===== src/core/power_mode_pkg.sv =====
package power_mode_pkg;
  // Byte offsets on the register bus
  localparam logic [3:0] OFS_CONTROL = 4'h0;
  localparam logic [3:0] OFS_STATUS = 4'h4;
  localparam logic [3:0] OFS_MODE = 4'h8;
  // Control register fields
  localparam int POS_PSM = 0;
  localparam int POS_IDLE = 1;
  localparam int POS_HALT = 2;
  localparam int POS_WAIT_GATE = 3;
  localparam int POS_MAIN_OFF = 4;
  localparam int POS_PLL_OFF = 5;
  localparam int POS_HF_OFF = 6;
  localparam logic [7:0] CONTROL_RESET = 8'h00;
  // Status register fields
  localparam int POS_SLOW_OK = 0;
  localparam int POS_MAIN_OK = 1;
  localparam int POS_PLL_OK = 2;
  localparam logic [4:0] STATUS_UPPER = 5'h00;
  // Synchroniser lanes
  localparam int SYNC_W = 6;
  localparam int SY_SLOW = 0;
  localparam int SY_MAIN = 1;
  localparam int SY_PLL = 2;
  localparam int SY_XTAL = 3;
  localparam int SY_NMI = 4;
  localparam int SY_WAKE = 5;
  // Mode codes as seen by software
  localparam logic [1:0] MODE_ACTIVE = 2'h0;
  localparam logic [1:0] MODE_PSAVE = 2'h1;
  localparam logic [1:0] MODE_IDLE = 2'h2;
  localparam logic [1:0] MODE_HALT = 2'h3;
  // Controller states
  typedef enum logic [2:0] {
    ST_ACTIVE = 3'b000,
    ST_PSAVE = 3'b001,
    ST_IDLE = 3'b010,
    ST_HALT = 3'b011,
    ST_WAKE_MAIN = 3'b100,
    ST_WAKE_PLL = 3'b101,
    ST_EXIT_PS = 3'b110
  } pm_state_t;
endpackage


===== src/core/power_mode_switch_controller.sv =====
// Our own choices: the register addresses and the Avalon-MM interface to the registers.
`timescale 1ns/1ps
// Operation
// - No low-power entry without stable slow oscillator
// - Active entry waits for main oscillator
// - Disabled PLL reports pll_ok set
// - Unstable enabled PLL blocks Active entry
// - Status upper bits zero, lower bits live
// - Wake event latched until acknowledge or reset
// - Wake restores Active, does not resume code
// - Ungated power_save_req switches at once
// - Gated power_save_req reads one immediately
// - Idle needs bit plus WAIT, gated only from Active
// - Halt needs bit plus WAIT, gated only from Active
// - HF clock off only after entry
// - HF on in Active, off in Halt
// - Writing zero leaves Power Save, bit holds
// - NMI or wake input exits to Active
// - Wake sequence: main, wait, PLL, wait
// - Transition stalls until required status set
// - No crystal: main clock stops only in Halt
// - No crystal: Active with slow from main
// - Wake clears idle bit and power_save_req
// - Halt bit cleared after oscillator stable
module power_mode_switch_controller (
  input wire logic clk_sys,
  input wire logic rst,
  input wire logic [3:0] avs_address,
  input wire logic avs_read,
  input wire logic avs_write,
  input wire logic [31:0] avs_writedata,
  input wire logic [3:0] avs_byteenable,
  output logic [31:0] avs_readdata,
  output logic avs_waitrequest,
  input wire logic slow_osc_stable,
  input wire logic main_osc_stable,
  input wire logic pll_lock,
  input wire logic slow_crystal_in,
  input wire logic nmi_req,
  input wire logic wake_req,
  input wire logic pll_power_down,
  input wire logic wait_exec,
  input wire logic int_ack,
  output logic main_osc_en,
  output logic pll_en,
  output logic sys_clk_en,
  output logic slow_clk_en,
  output logic slow_from_main,
  output logic [1:0] power_mode,
  output logic wake_pending
);
  // Two-stage synchronisers for pin inputs
  logic [power_mode_pkg::SYNC_W-1:0] sync1_ff; // First stage, read by second only
  logic [power_mode_pkg::SYNC_W-1:0] sync2_ff; // Usable synchronised levels
  wire [power_mode_pkg::SYNC_W-1:0] sync_in = {wake_req, nmi_req, slow_crystal_in,
                                               pll_lock, main_osc_stable, slow_osc_stable};

  always_ff @(posedge clk_sys or posedge rst)
  begin
    if (rst)
    begin
      sync1_ff <= '0;
      sync2_ff <= '0;
    end
    else
    begin
      sync1_ff <= sync_in;
      sync2_ff <= sync1_ff;
    end
  end

  // Control and state flops
  power_mode_pkg::pm_state_t st_ff, nxt_st; // Mode state machine
  logic psm_ff, nxt_psm; // power_save_req as software reads it
  logic ps_pend_ff, nxt_ps_pend; // Power Save requested, not yet entered
  logic exit_ff, nxt_exit; // Software asked to leave Power Save
  logic idle_ff, nxt_idle;
  logic halt_ff, nxt_halt;
  logic wg_ff, nxt_wg; // wait_gate
  logic dmc_ff, nxt_dmc; // main_osc_off
  logic dhc_ff, nxt_dhc; // pll_off
  logic dhf_ff, nxt_dhf; // hf_clock_off
  logic armed_ff, nxt_armed; // WAIT seen with a gated request waiting
  logic wake_ff; // Latched wake event
  logic nmi_d_ff, wake_d_ff; // Edge detect on synchronised wake sources
  logic wr_ff; // Registered waitrequest
  logic [31:0] rd_ff; // Registered read data
  logic main_en_ff, pll_en_ff, sys_en_ff, slow_en_ff, from_main_ff;
  logic [1:0] mode_ff;

  // Clock health, crystal absence uses the main clock as slow source
  wire no_xtal = ~sync2_ff[power_mode_pkg::SY_XTAL];
  wire main_ok = sync2_ff[power_mode_pkg::SY_MAIN];
  wire slow_ok = no_xtal ? main_ok : sync2_ff[power_mode_pkg::SY_SLOW];
  wire pll_ok = pll_en_ff ? sync2_ff[power_mode_pkg::SY_PLL] : 1'b1;
  // Upper bits are constant, so writes cannot reach them
  wire [7:0] status = {power_mode_pkg::STATUS_UPPER, pll_ok, main_ok, slow_ok};
  wire [7:0] control = {1'b0, dhf_ff, dhc_ff, dmc_ff, wg_ff, halt_ff, idle_ff, psm_ff};

  // Bus decode: access completes on the cycle waitrequest is low
  wire req = avs_read | avs_write;
  wire done = req & ~wr_ff;
  wire wr_ctl = done & avs_write & avs_byteenable[0]
              & (avs_address == power_mode_pkg::OFS_CONTROL);
  wire [7:0] wd = avs_writedata[7:0];
  wire wd_psm = wd[power_mode_pkg::POS_PSM];
  wire wd_wg = wd[power_mode_pkg::POS_WAIT_GATE];
  wire [31:0] rd_mux = (avs_address == power_mode_pkg::OFS_CONTROL) ? {24'h0, control} :
                       (avs_address == power_mode_pkg::OFS_STATUS) ? {24'h0, status} :
                       (avs_address == power_mode_pkg::OFS_MODE) ? {30'h0, mode_ff} :
                       32'h0; // Unmapped reads give zero

  // Mode decode
  wire in_active = (st_ff == power_mode_pkg::ST_ACTIVE);
  wire in_psave = (st_ff == power_mode_pkg::ST_PSAVE);
  wire in_low = in_psave | (st_ff == power_mode_pkg::ST_IDLE)
              | (st_ff == power_mode_pkg::ST_HALT);
  // Any wake acts only from a low-power mode
  wire wake_go = wake_ff & in_low;
  wire wake_set = (sync2_ff[power_mode_pkg::SY_NMI] & ~nmi_d_ff)
                | (sync2_ff[power_mode_pkg::SY_WAKE] & ~wake_d_ff);
  // Gated entries need the WAIT strobe; from Active also wait_gate
  wire gate_ok = in_psave | (in_active & wg_ff);
  wire go_halt = armed_ff & halt_ff & gate_ok;
  wire go_idle = armed_ff & idle_ff & gate_ok;
  wire go_ps_wait = armed_ff & ps_pend_ff & in_active & wg_ff;
  wire go_ps_now = ps_pend_ff & in_active & ~wg_ff;
  wire arm_req = halt_ff | idle_ff | (ps_pend_ff & wg_ff);

  // Next state and control bit updates
  always_comb
  begin
    nxt_st = st_ff;
    nxt_psm = psm_ff;
    nxt_ps_pend = ps_pend_ff;
    nxt_exit = exit_ff;
    nxt_idle = idle_ff;
    nxt_halt = halt_ff;
    nxt_wg = wg_ff;
    nxt_dmc = dmc_ff;
    nxt_dhc = dhc_ff;
    nxt_dhf = dhf_ff;
    // A WAIT that the gate refuses is dropped, so it cannot fire a later entry
    nxt_armed = armed_ff | (wait_exec & gate_ok & arm_req);
    // Software writes to the control register
    if (wr_ctl)
    begin
      // New settings need a fresh WAIT; no stale arm survives a write
      nxt_armed = 1'b0;
      nxt_idle = wd[power_mode_pkg::POS_IDLE];
      nxt_halt = wd[power_mode_pkg::POS_HALT];
      nxt_wg = wd_wg;
      nxt_dmc = wd[power_mode_pkg::POS_MAIN_OFF];
      nxt_dhc = wd[power_mode_pkg::POS_PLL_OFF];
      nxt_dhf = wd[power_mode_pkg::POS_HF_OFF];
      if (wd_psm & in_active)
      begin
        nxt_ps_pend = 1'b1;
        nxt_psm = wd_wg;
      end
      else if (~wd_psm & in_psave)
        nxt_exit = 1'b1;
      else if (~wd_psm & in_active)
      begin
        // Cancel a request not yet taken
        nxt_ps_pend = 1'b0;
        nxt_psm = 1'b0;
      end
    end
    case (st_ff)
      power_mode_pkg::ST_ACTIVE:
      begin
        // Low-power entries stall while slow clock is unstable
        if (slow_ok)
        begin
          if (go_halt)
            nxt_st = power_mode_pkg::ST_HALT;
          else if (go_idle)
            nxt_st = power_mode_pkg::ST_IDLE;
          else if (go_ps_wait | go_ps_now)
          begin
            nxt_st = power_mode_pkg::ST_PSAVE;
            nxt_psm = 1'b1;
            nxt_ps_pend = 1'b0;
            nxt_armed = 1'b0;
          end
          if (go_halt | go_idle)
            nxt_armed = 1'b0;
        end
      end
      power_mode_pkg::ST_PSAVE, power_mode_pkg::ST_IDLE, power_mode_pkg::ST_HALT:
      begin
        if (wake_go)
        begin
          // Hardware wake: release main oscillator first
          nxt_st = power_mode_pkg::ST_WAKE_MAIN;
          nxt_dmc = 1'b0;
          nxt_idle = 1'b0;
          nxt_psm = 1'b0;
          nxt_ps_pend = 1'b0;
          nxt_exit = 1'b0;
          nxt_armed = 1'b0;
        end
        else if (in_psave & slow_ok & (go_halt | go_idle))
        begin
          nxt_st = go_halt ? power_mode_pkg::ST_HALT : power_mode_pkg::ST_IDLE;
          nxt_armed = 1'b0;
        end
        else if (in_psave & exit_ff)
          nxt_st = power_mode_pkg::ST_EXIT_PS;
      end
      power_mode_pkg::ST_WAKE_MAIN:
      begin
        // Wait for main oscillator, then release the PLL
        if (main_ok)
        begin
          nxt_st = power_mode_pkg::ST_WAKE_PLL;
          nxt_dhc = 1'b0;
        end
      end
      power_mode_pkg::ST_WAKE_PLL:
      begin
        if (main_ok & pll_ok)
        begin
          nxt_st = power_mode_pkg::ST_ACTIVE;
          nxt_halt = 1'b0;
        end
      end
      power_mode_pkg::ST_EXIT_PS:
      begin
        // power_save_req keeps reading one until Active is reached
        if (main_ok & pll_ok)
        begin
          nxt_st = power_mode_pkg::ST_ACTIVE;
          nxt_psm = 1'b0;
          nxt_exit = 1'b0;
        end
      end
      default:
        nxt_st = power_mode_pkg::ST_ACTIVE;
    endcase
  end

  // Clock enables follow the next mode so they line up with st_ff
  wire nxt_psi = (nxt_st == power_mode_pkg::ST_PSAVE) | (nxt_st == power_mode_pkg::ST_IDLE);
  wire nxt_is_halt = (nxt_st == power_mode_pkg::ST_HALT);
  // Disable bits only bite once inside Power Save or Idle; no crystal keeps main on
  wire nxt_main_en = nxt_is_halt ? 1'b0 :
                     nxt_psi ? (no_xtal | ~(nxt_dmc | nxt_dhf)) :
                     1'b1;
  wire nxt_pll_en = (nxt_is_halt | pll_power_down) ? 1'b0 :
                    (nxt_st == power_mode_pkg::ST_WAKE_MAIN) ? (pll_en_ff & ~nxt_dhc) :
                    nxt_psi ? ~nxt_dhc : 1'b1;
  wire nxt_sys_en = ~(nxt_is_halt | (nxt_st == power_mode_pkg::ST_IDLE));
  wire [1:0] nxt_mode = (nxt_st == power_mode_pkg::ST_PSAVE) ? power_mode_pkg::MODE_PSAVE :
                        (nxt_st == power_mode_pkg::ST_IDLE) ? power_mode_pkg::MODE_IDLE :
                        nxt_is_halt ? power_mode_pkg::MODE_HALT : power_mode_pkg::MODE_ACTIVE;

  // Mode machine and control register
  always_ff @(posedge clk_sys or posedge rst)
  begin
    if (rst)
    begin
      st_ff <= power_mode_pkg::ST_ACTIVE;
      {dhf_ff, dhc_ff, dmc_ff, wg_ff} <= power_mode_pkg::CONTROL_RESET[6:3];
      {halt_ff, idle_ff, psm_ff} <= power_mode_pkg::CONTROL_RESET[2:0];
      ps_pend_ff <= 1'b0;
      exit_ff <= 1'b0;
      armed_ff <= 1'b0;
    end
    else
    begin
      st_ff <= nxt_st;
      {dhf_ff, dhc_ff, dmc_ff, wg_ff} <= {nxt_dhf, nxt_dhc, nxt_dmc, nxt_wg};
      {halt_ff, idle_ff, psm_ff} <= {nxt_halt, nxt_idle, nxt_psm};
      ps_pend_ff <= nxt_ps_pend;
      exit_ff <= nxt_exit;
      armed_ff <= nxt_armed;
    end
  end

  // Wake latch: a new event beats a same-cycle acknowledge
  always_ff @(posedge clk_sys or posedge rst)
  begin
    if (rst)
    begin
      wake_ff <= 1'b0;
      nmi_d_ff <= 1'b0;
      wake_d_ff <= 1'b0;
    end
    else
    begin
      wake_ff <= wake_set | (wake_ff & ~int_ack);
      nmi_d_ff <= sync2_ff[power_mode_pkg::SY_NMI];
      wake_d_ff <= sync2_ff[power_mode_pkg::SY_WAKE];
    end
  end

  // Clock outputs; no crystal means slow clock comes from main
  always_ff @(posedge clk_sys or posedge rst)
  begin
    if (rst)
    begin
      main_en_ff <= 1'b1;
      pll_en_ff <= 1'b1;
      sys_en_ff <= 1'b1;
      slow_en_ff <= 1'b1;
      from_main_ff <= 1'b0;
      mode_ff <= power_mode_pkg::MODE_ACTIVE;
    end
    else
    begin
      main_en_ff <= nxt_main_en;
      pll_en_ff <= nxt_pll_en;
      sys_en_ff <= nxt_sys_en;
      slow_en_ff <= ~nxt_is_halt;
      from_main_ff <= no_xtal;
      mode_ff <= nxt_mode;
    end
  end

  // Avalon slave: one wait cycle, then completion
  always_ff @(posedge clk_sys or posedge rst)
  begin
    if (rst)
    begin
      wr_ff <= 1'b1;
      rd_ff <= 32'h0;
    end
    else
    begin
      wr_ff <= ~(req & wr_ff);
      rd_ff <= rd_mux;
    end
  end

  assign avs_waitrequest = wr_ff;
  assign avs_readdata = rd_ff;
  assign main_osc_en = main_en_ff;
  assign pll_en = pll_en_ff;
  assign sys_clk_en = sys_en_ff;
  assign slow_clk_en = slow_en_ff;
  assign slow_from_main = from_main_ff;
  assign power_mode = mode_ff;
  assign wake_pending = wake_ff;
endmodule // power_mode_switch_controller


===== config.mk =====
export PLATFORM = sky130hd
export DESIGN_NAME = power_mode_switch_controller
export DESIGN_NICKNAME = d
export VERILOG_FILES = /design/src/core/power_mode_pkg.sv /design/src/core/power_mode_switch_controller.sv
export SDC_FILE = /design/constraint.sdc
export NUM_CORES = 1
export LEC_CHECK = 0
export CAP_MARGIN = 10
export CELL_PAD_IN_SITES_DETAIL_PLACEMENT = 0
export CELL_PAD_IN_SITES_GLOBAL_PLACEMENT = 1
export CORE_ASPECT_RATIO = 2
export CORE_MARGIN = 10
export CORE_UTILIZATION = 34
export DETAILED_ROUTE_END_ITERATION = 10
export DONT_BUFFER_PORTS = 1
export HOLD_SLACK_MARGIN = 0.15
export PLACE_DENSITY_LB_ADDON = 0.1
export SLEW_MARGIN = 20
export SYNTH_ARGS = -nofsm -noshare
export SYNTH_HDL_FRONTEND = slang
export SYNTH_SLANG_ARGS = --single-unit
export TNS_END_PERCENT = 10

===== constraint.sdc =====
create_clock -name clk_sys -period 4.7 [get_ports clk_sys]
set_input_delay 0.47 -clock clk_sys [delete_from_list [all_inputs] [get_ports clk_sys]]
set_output_delay 0.47 -clock clk_sys [all_outputs]
set_load 0.01 [all_outputs]

==> impl_results.md <==
- Critical path buffers and inverters: 0
- Finished Layout Cells: 259
- Initial Util: 35.1%
- Vias: 1364
- Final setup violation count: 0
- Worst stage delay on the critical path: 0.57 ns
- Drt first pass iters: 5
- Gr ovfl total: 0
- Data arrival time of the critical path: 2.36 ns
- Number of global-route vias before repair: 1408
- Layout area overhead: 6.89%
- CP startpoint kind: flop
- CTS tree: done
- Cell area after synthesis: 2110 sq um
- Max-cap violations: 0
- First-pass GRT wire length: 8070 microns
- Final wirelength: 5360 microns
- Slew @ Worst Pin: 0.892 ns
- Crit-path leading delay family: simple AND/OR/NAND/NOR gates
- Post-route ant nets: 0
- Peak Freq: 0.463 GHz
- Core Footprint: 6010 sq um
- Worst EP required: 4.90 ns
- Reg2reg setup slack: 2.54 ns
- Fraction of registers with async set/reset: 100%
- Final GP Congestion: 0.845
- Ant diodes: 0
- Power Density: 511 nW/um^2
- Critical Path Slowest Stage Cell: dfrtp_1
- Worst Hold Class: in2reg
- Util after Layout: 37.5%
- Clock-pin slew on the worst setup and hold paths: 0.06 ns
- Syn_area_per_cell: 10.9 sq um
- Tcrit/Tclk final: 45.9%
- Primary FF master, synth: dfrtp_1
- Max transition margin: 40.4%
- Largest family of logic cells by synthesized area: simple AND/OR/NAND/NOR gates
- Vias/cell: 5.27
- Crit-path cells: nor3b_1 > nand2b_1 > or4_4 > o211ai_4 > nor4b_4 > a211oi_2
- Critical Path End Type: flop
- Final net count: 248
- Num rows: 40
- Cts hold-fix bufs: 0
- Placed Cells: 251
- Post-synth EDFFs: 0
- Largest net degree at the start of global routing: 44
- Worst clock skew: 0.00339 ns
- Adder-cell share of the synthesized area: 0%
- Compound-Gate Fraction of Synth Area: 14.5%
- H-tree Lvls: 2
- Synth Area in Simple Gates: 17.3%
- Cts repair resizes: 0
- RSZ-0062 raised after global routing: false
- Clk sink count: 43
- Setup TNS: 0 ns
- Fraction of final layout cells with drive strength greater than 1: 13.8%
- Initial antenna violation count: 0
- Post-Synth XOR/XNOR Area: 0%
- Post-synthesis mux area share: 4.39%
- Clk Latency, worst-skew pair: 0.29 ns
- DR iter-0 viols: 38
- Synth unique cells: 47
- Final max-slew violation count: 0
- TritonCTS buffer count: 5
- Period minus WS final: 2.16 ns
- Clock buffer depth: 2
- Status: finished, final reports clean
- Syn Inst Count: 193
- GRT Resource Usage Total: 11.2%
- Per-cell routed wire length: 20.7 microns
- DRC errors left: 0
- Register area share after synthesis: 51.4%
- Leakage: 1.05 nW
- # port buffers: 0
- CP max FO: 12
- Yosys reg bits: 43
- # IOs: 94
- Synth warn: 0
- Max rail drop VDD: 0.000279 V
- Critical path type: reg2reg
- Root Buffer: clkbuf_16
- Post-CTS setup buffers: 0
- Die area: 9940 sq um
- Die Y: 131 microns
- Final Hold Viols: 0
- DP HPWL: 4220 microns
- Die X: 75.7 microns
## state kept, by name (all words and copies together) (netlist names), 2 cells and up
register,cells
avs_readdata,7
sync1_ff,6
sync2_ff,6
st_ff,3
power_mode,2
## cells in the mapped netlist (all sizes together) (3+ instances only)
cell type | number | area, sq um
a21oi | 7 | 35.0
and2 | 5 | 31.3
buf | 29 | 216
dfrtp | 38 | 951
dfstp | 5 | 131
inv | 11 | 41.3
mux2i | 7 | 70.1
nand2 | 10 | 37.5
nand2b | 6 | 37.5
nand3 | 3 | 20.0
nor2 | 16 | 67.6
nor2b | 4 | 25.0
nor3 | 7 | 35.0
o21ai | 8 | 40.0
## path summary, 6_finish.rpt
| check | end | from | cells past startpoint |
|---|---|---|---|
| max in group asynchronous | idle_ff | rst | 1 |
| setup / recovery | pll_en | st_ff[0] | 6 |
| setup reg to reg | pll_en | st_ff[0] | 6 |
| hold / removal | sync1_ff[5] | wake_req | 0 |
| min in group asynchronous | st_ff[1] | rst | 1 |
| hold reg to reg | sync2_ff[3] | sync1_ff[3] | 0 |
## per-stage QoR
step                      worst slack (ns)  power (mW)  hold slack, ns  instance area, sq um
after floorplan                       2.89       0.672           0.331                  2200
after global placement                2.39       0.705           0.332                  2060
after detailed placement              2.39       0.711           0.336                  2060
after CTS                             2.54        1.17           0.199                  2250
after global routing                  2.33        1.21           0.196                  2250
final                                 2.54        1.15           0.206                  2250
## cell type report
class | count | area (sq um)
Clock buffer | 5 | 125
Clock inverter | 3 | 67.6
Fill cell | 616 | 3750
Inverter | 11 | 41.3
Multi-Input combinational cell | 134 | 857
Sequential cell | 43 | 1080
Tap cell | 63 | 78.8
## per-layer routing
metal	vias up	share of wire, %	track usage [%]
met1	683	32	9.84
met4	0	2.0	5.09
met5	-	0	0
li1	631	-	-
met3	8	4.6	3.09
met2	42	61	21.4
## where the power goes
| group | leakage [nW] | total (mW) | switching (mW) | internal (mW) |
|---|---|---|---|---|
| Sequential | 0.539 | 0.476 | 0.0634 | 0.413 |
| Clock | 0.0900 | 0.447 | 0.143 | 0.304 |
| Combinational | 0.424 | 0.228 | 0.140 | 0.0874 |
| Total | 1.05 | 1.15 | 0.347 | 0.804 |
## cells in the final DEF, fill, tap and decap left out, types with 2 or more instances in the layout
cell / instances
nor2b_1: 4
mux2i_1: 7
o211a_1: 2
nand3_1: 2
dfrtp_1: 38
nand2b_1: 6
nand2_1: 10
a21oi_1: 7
bufinv_16: 2
dfstp_2: 5
and2_1: 5
a32oi_1: 2
nor3b_1: 2
o31ai_1: 2
inv_1: 10
a2bb2oi_1: 2
nor3_1: 7
a31oi_1: 2
o21ai_0: 8
mux2_2: 2
conb_1: 25
o221ai_1: 2
nor2_1: 15
clkbuf_16: 5
## cells by family (layout without fill, tap and decap cells)
| group | count (synthesis) | in the layout |
|---|---|---|
| AND/OR/NAND/NOR | 61 | 61 |
| flip-flops | 43 | 43 |
| buffers and inverters | 40 | 19 |
| AO/OA/AOI/OAI | 39 | 39 |
| multiplexers | 9 | 9 |
| other | 1 | 25 |
Note: power is estimated with default switching activity, not from simulation.
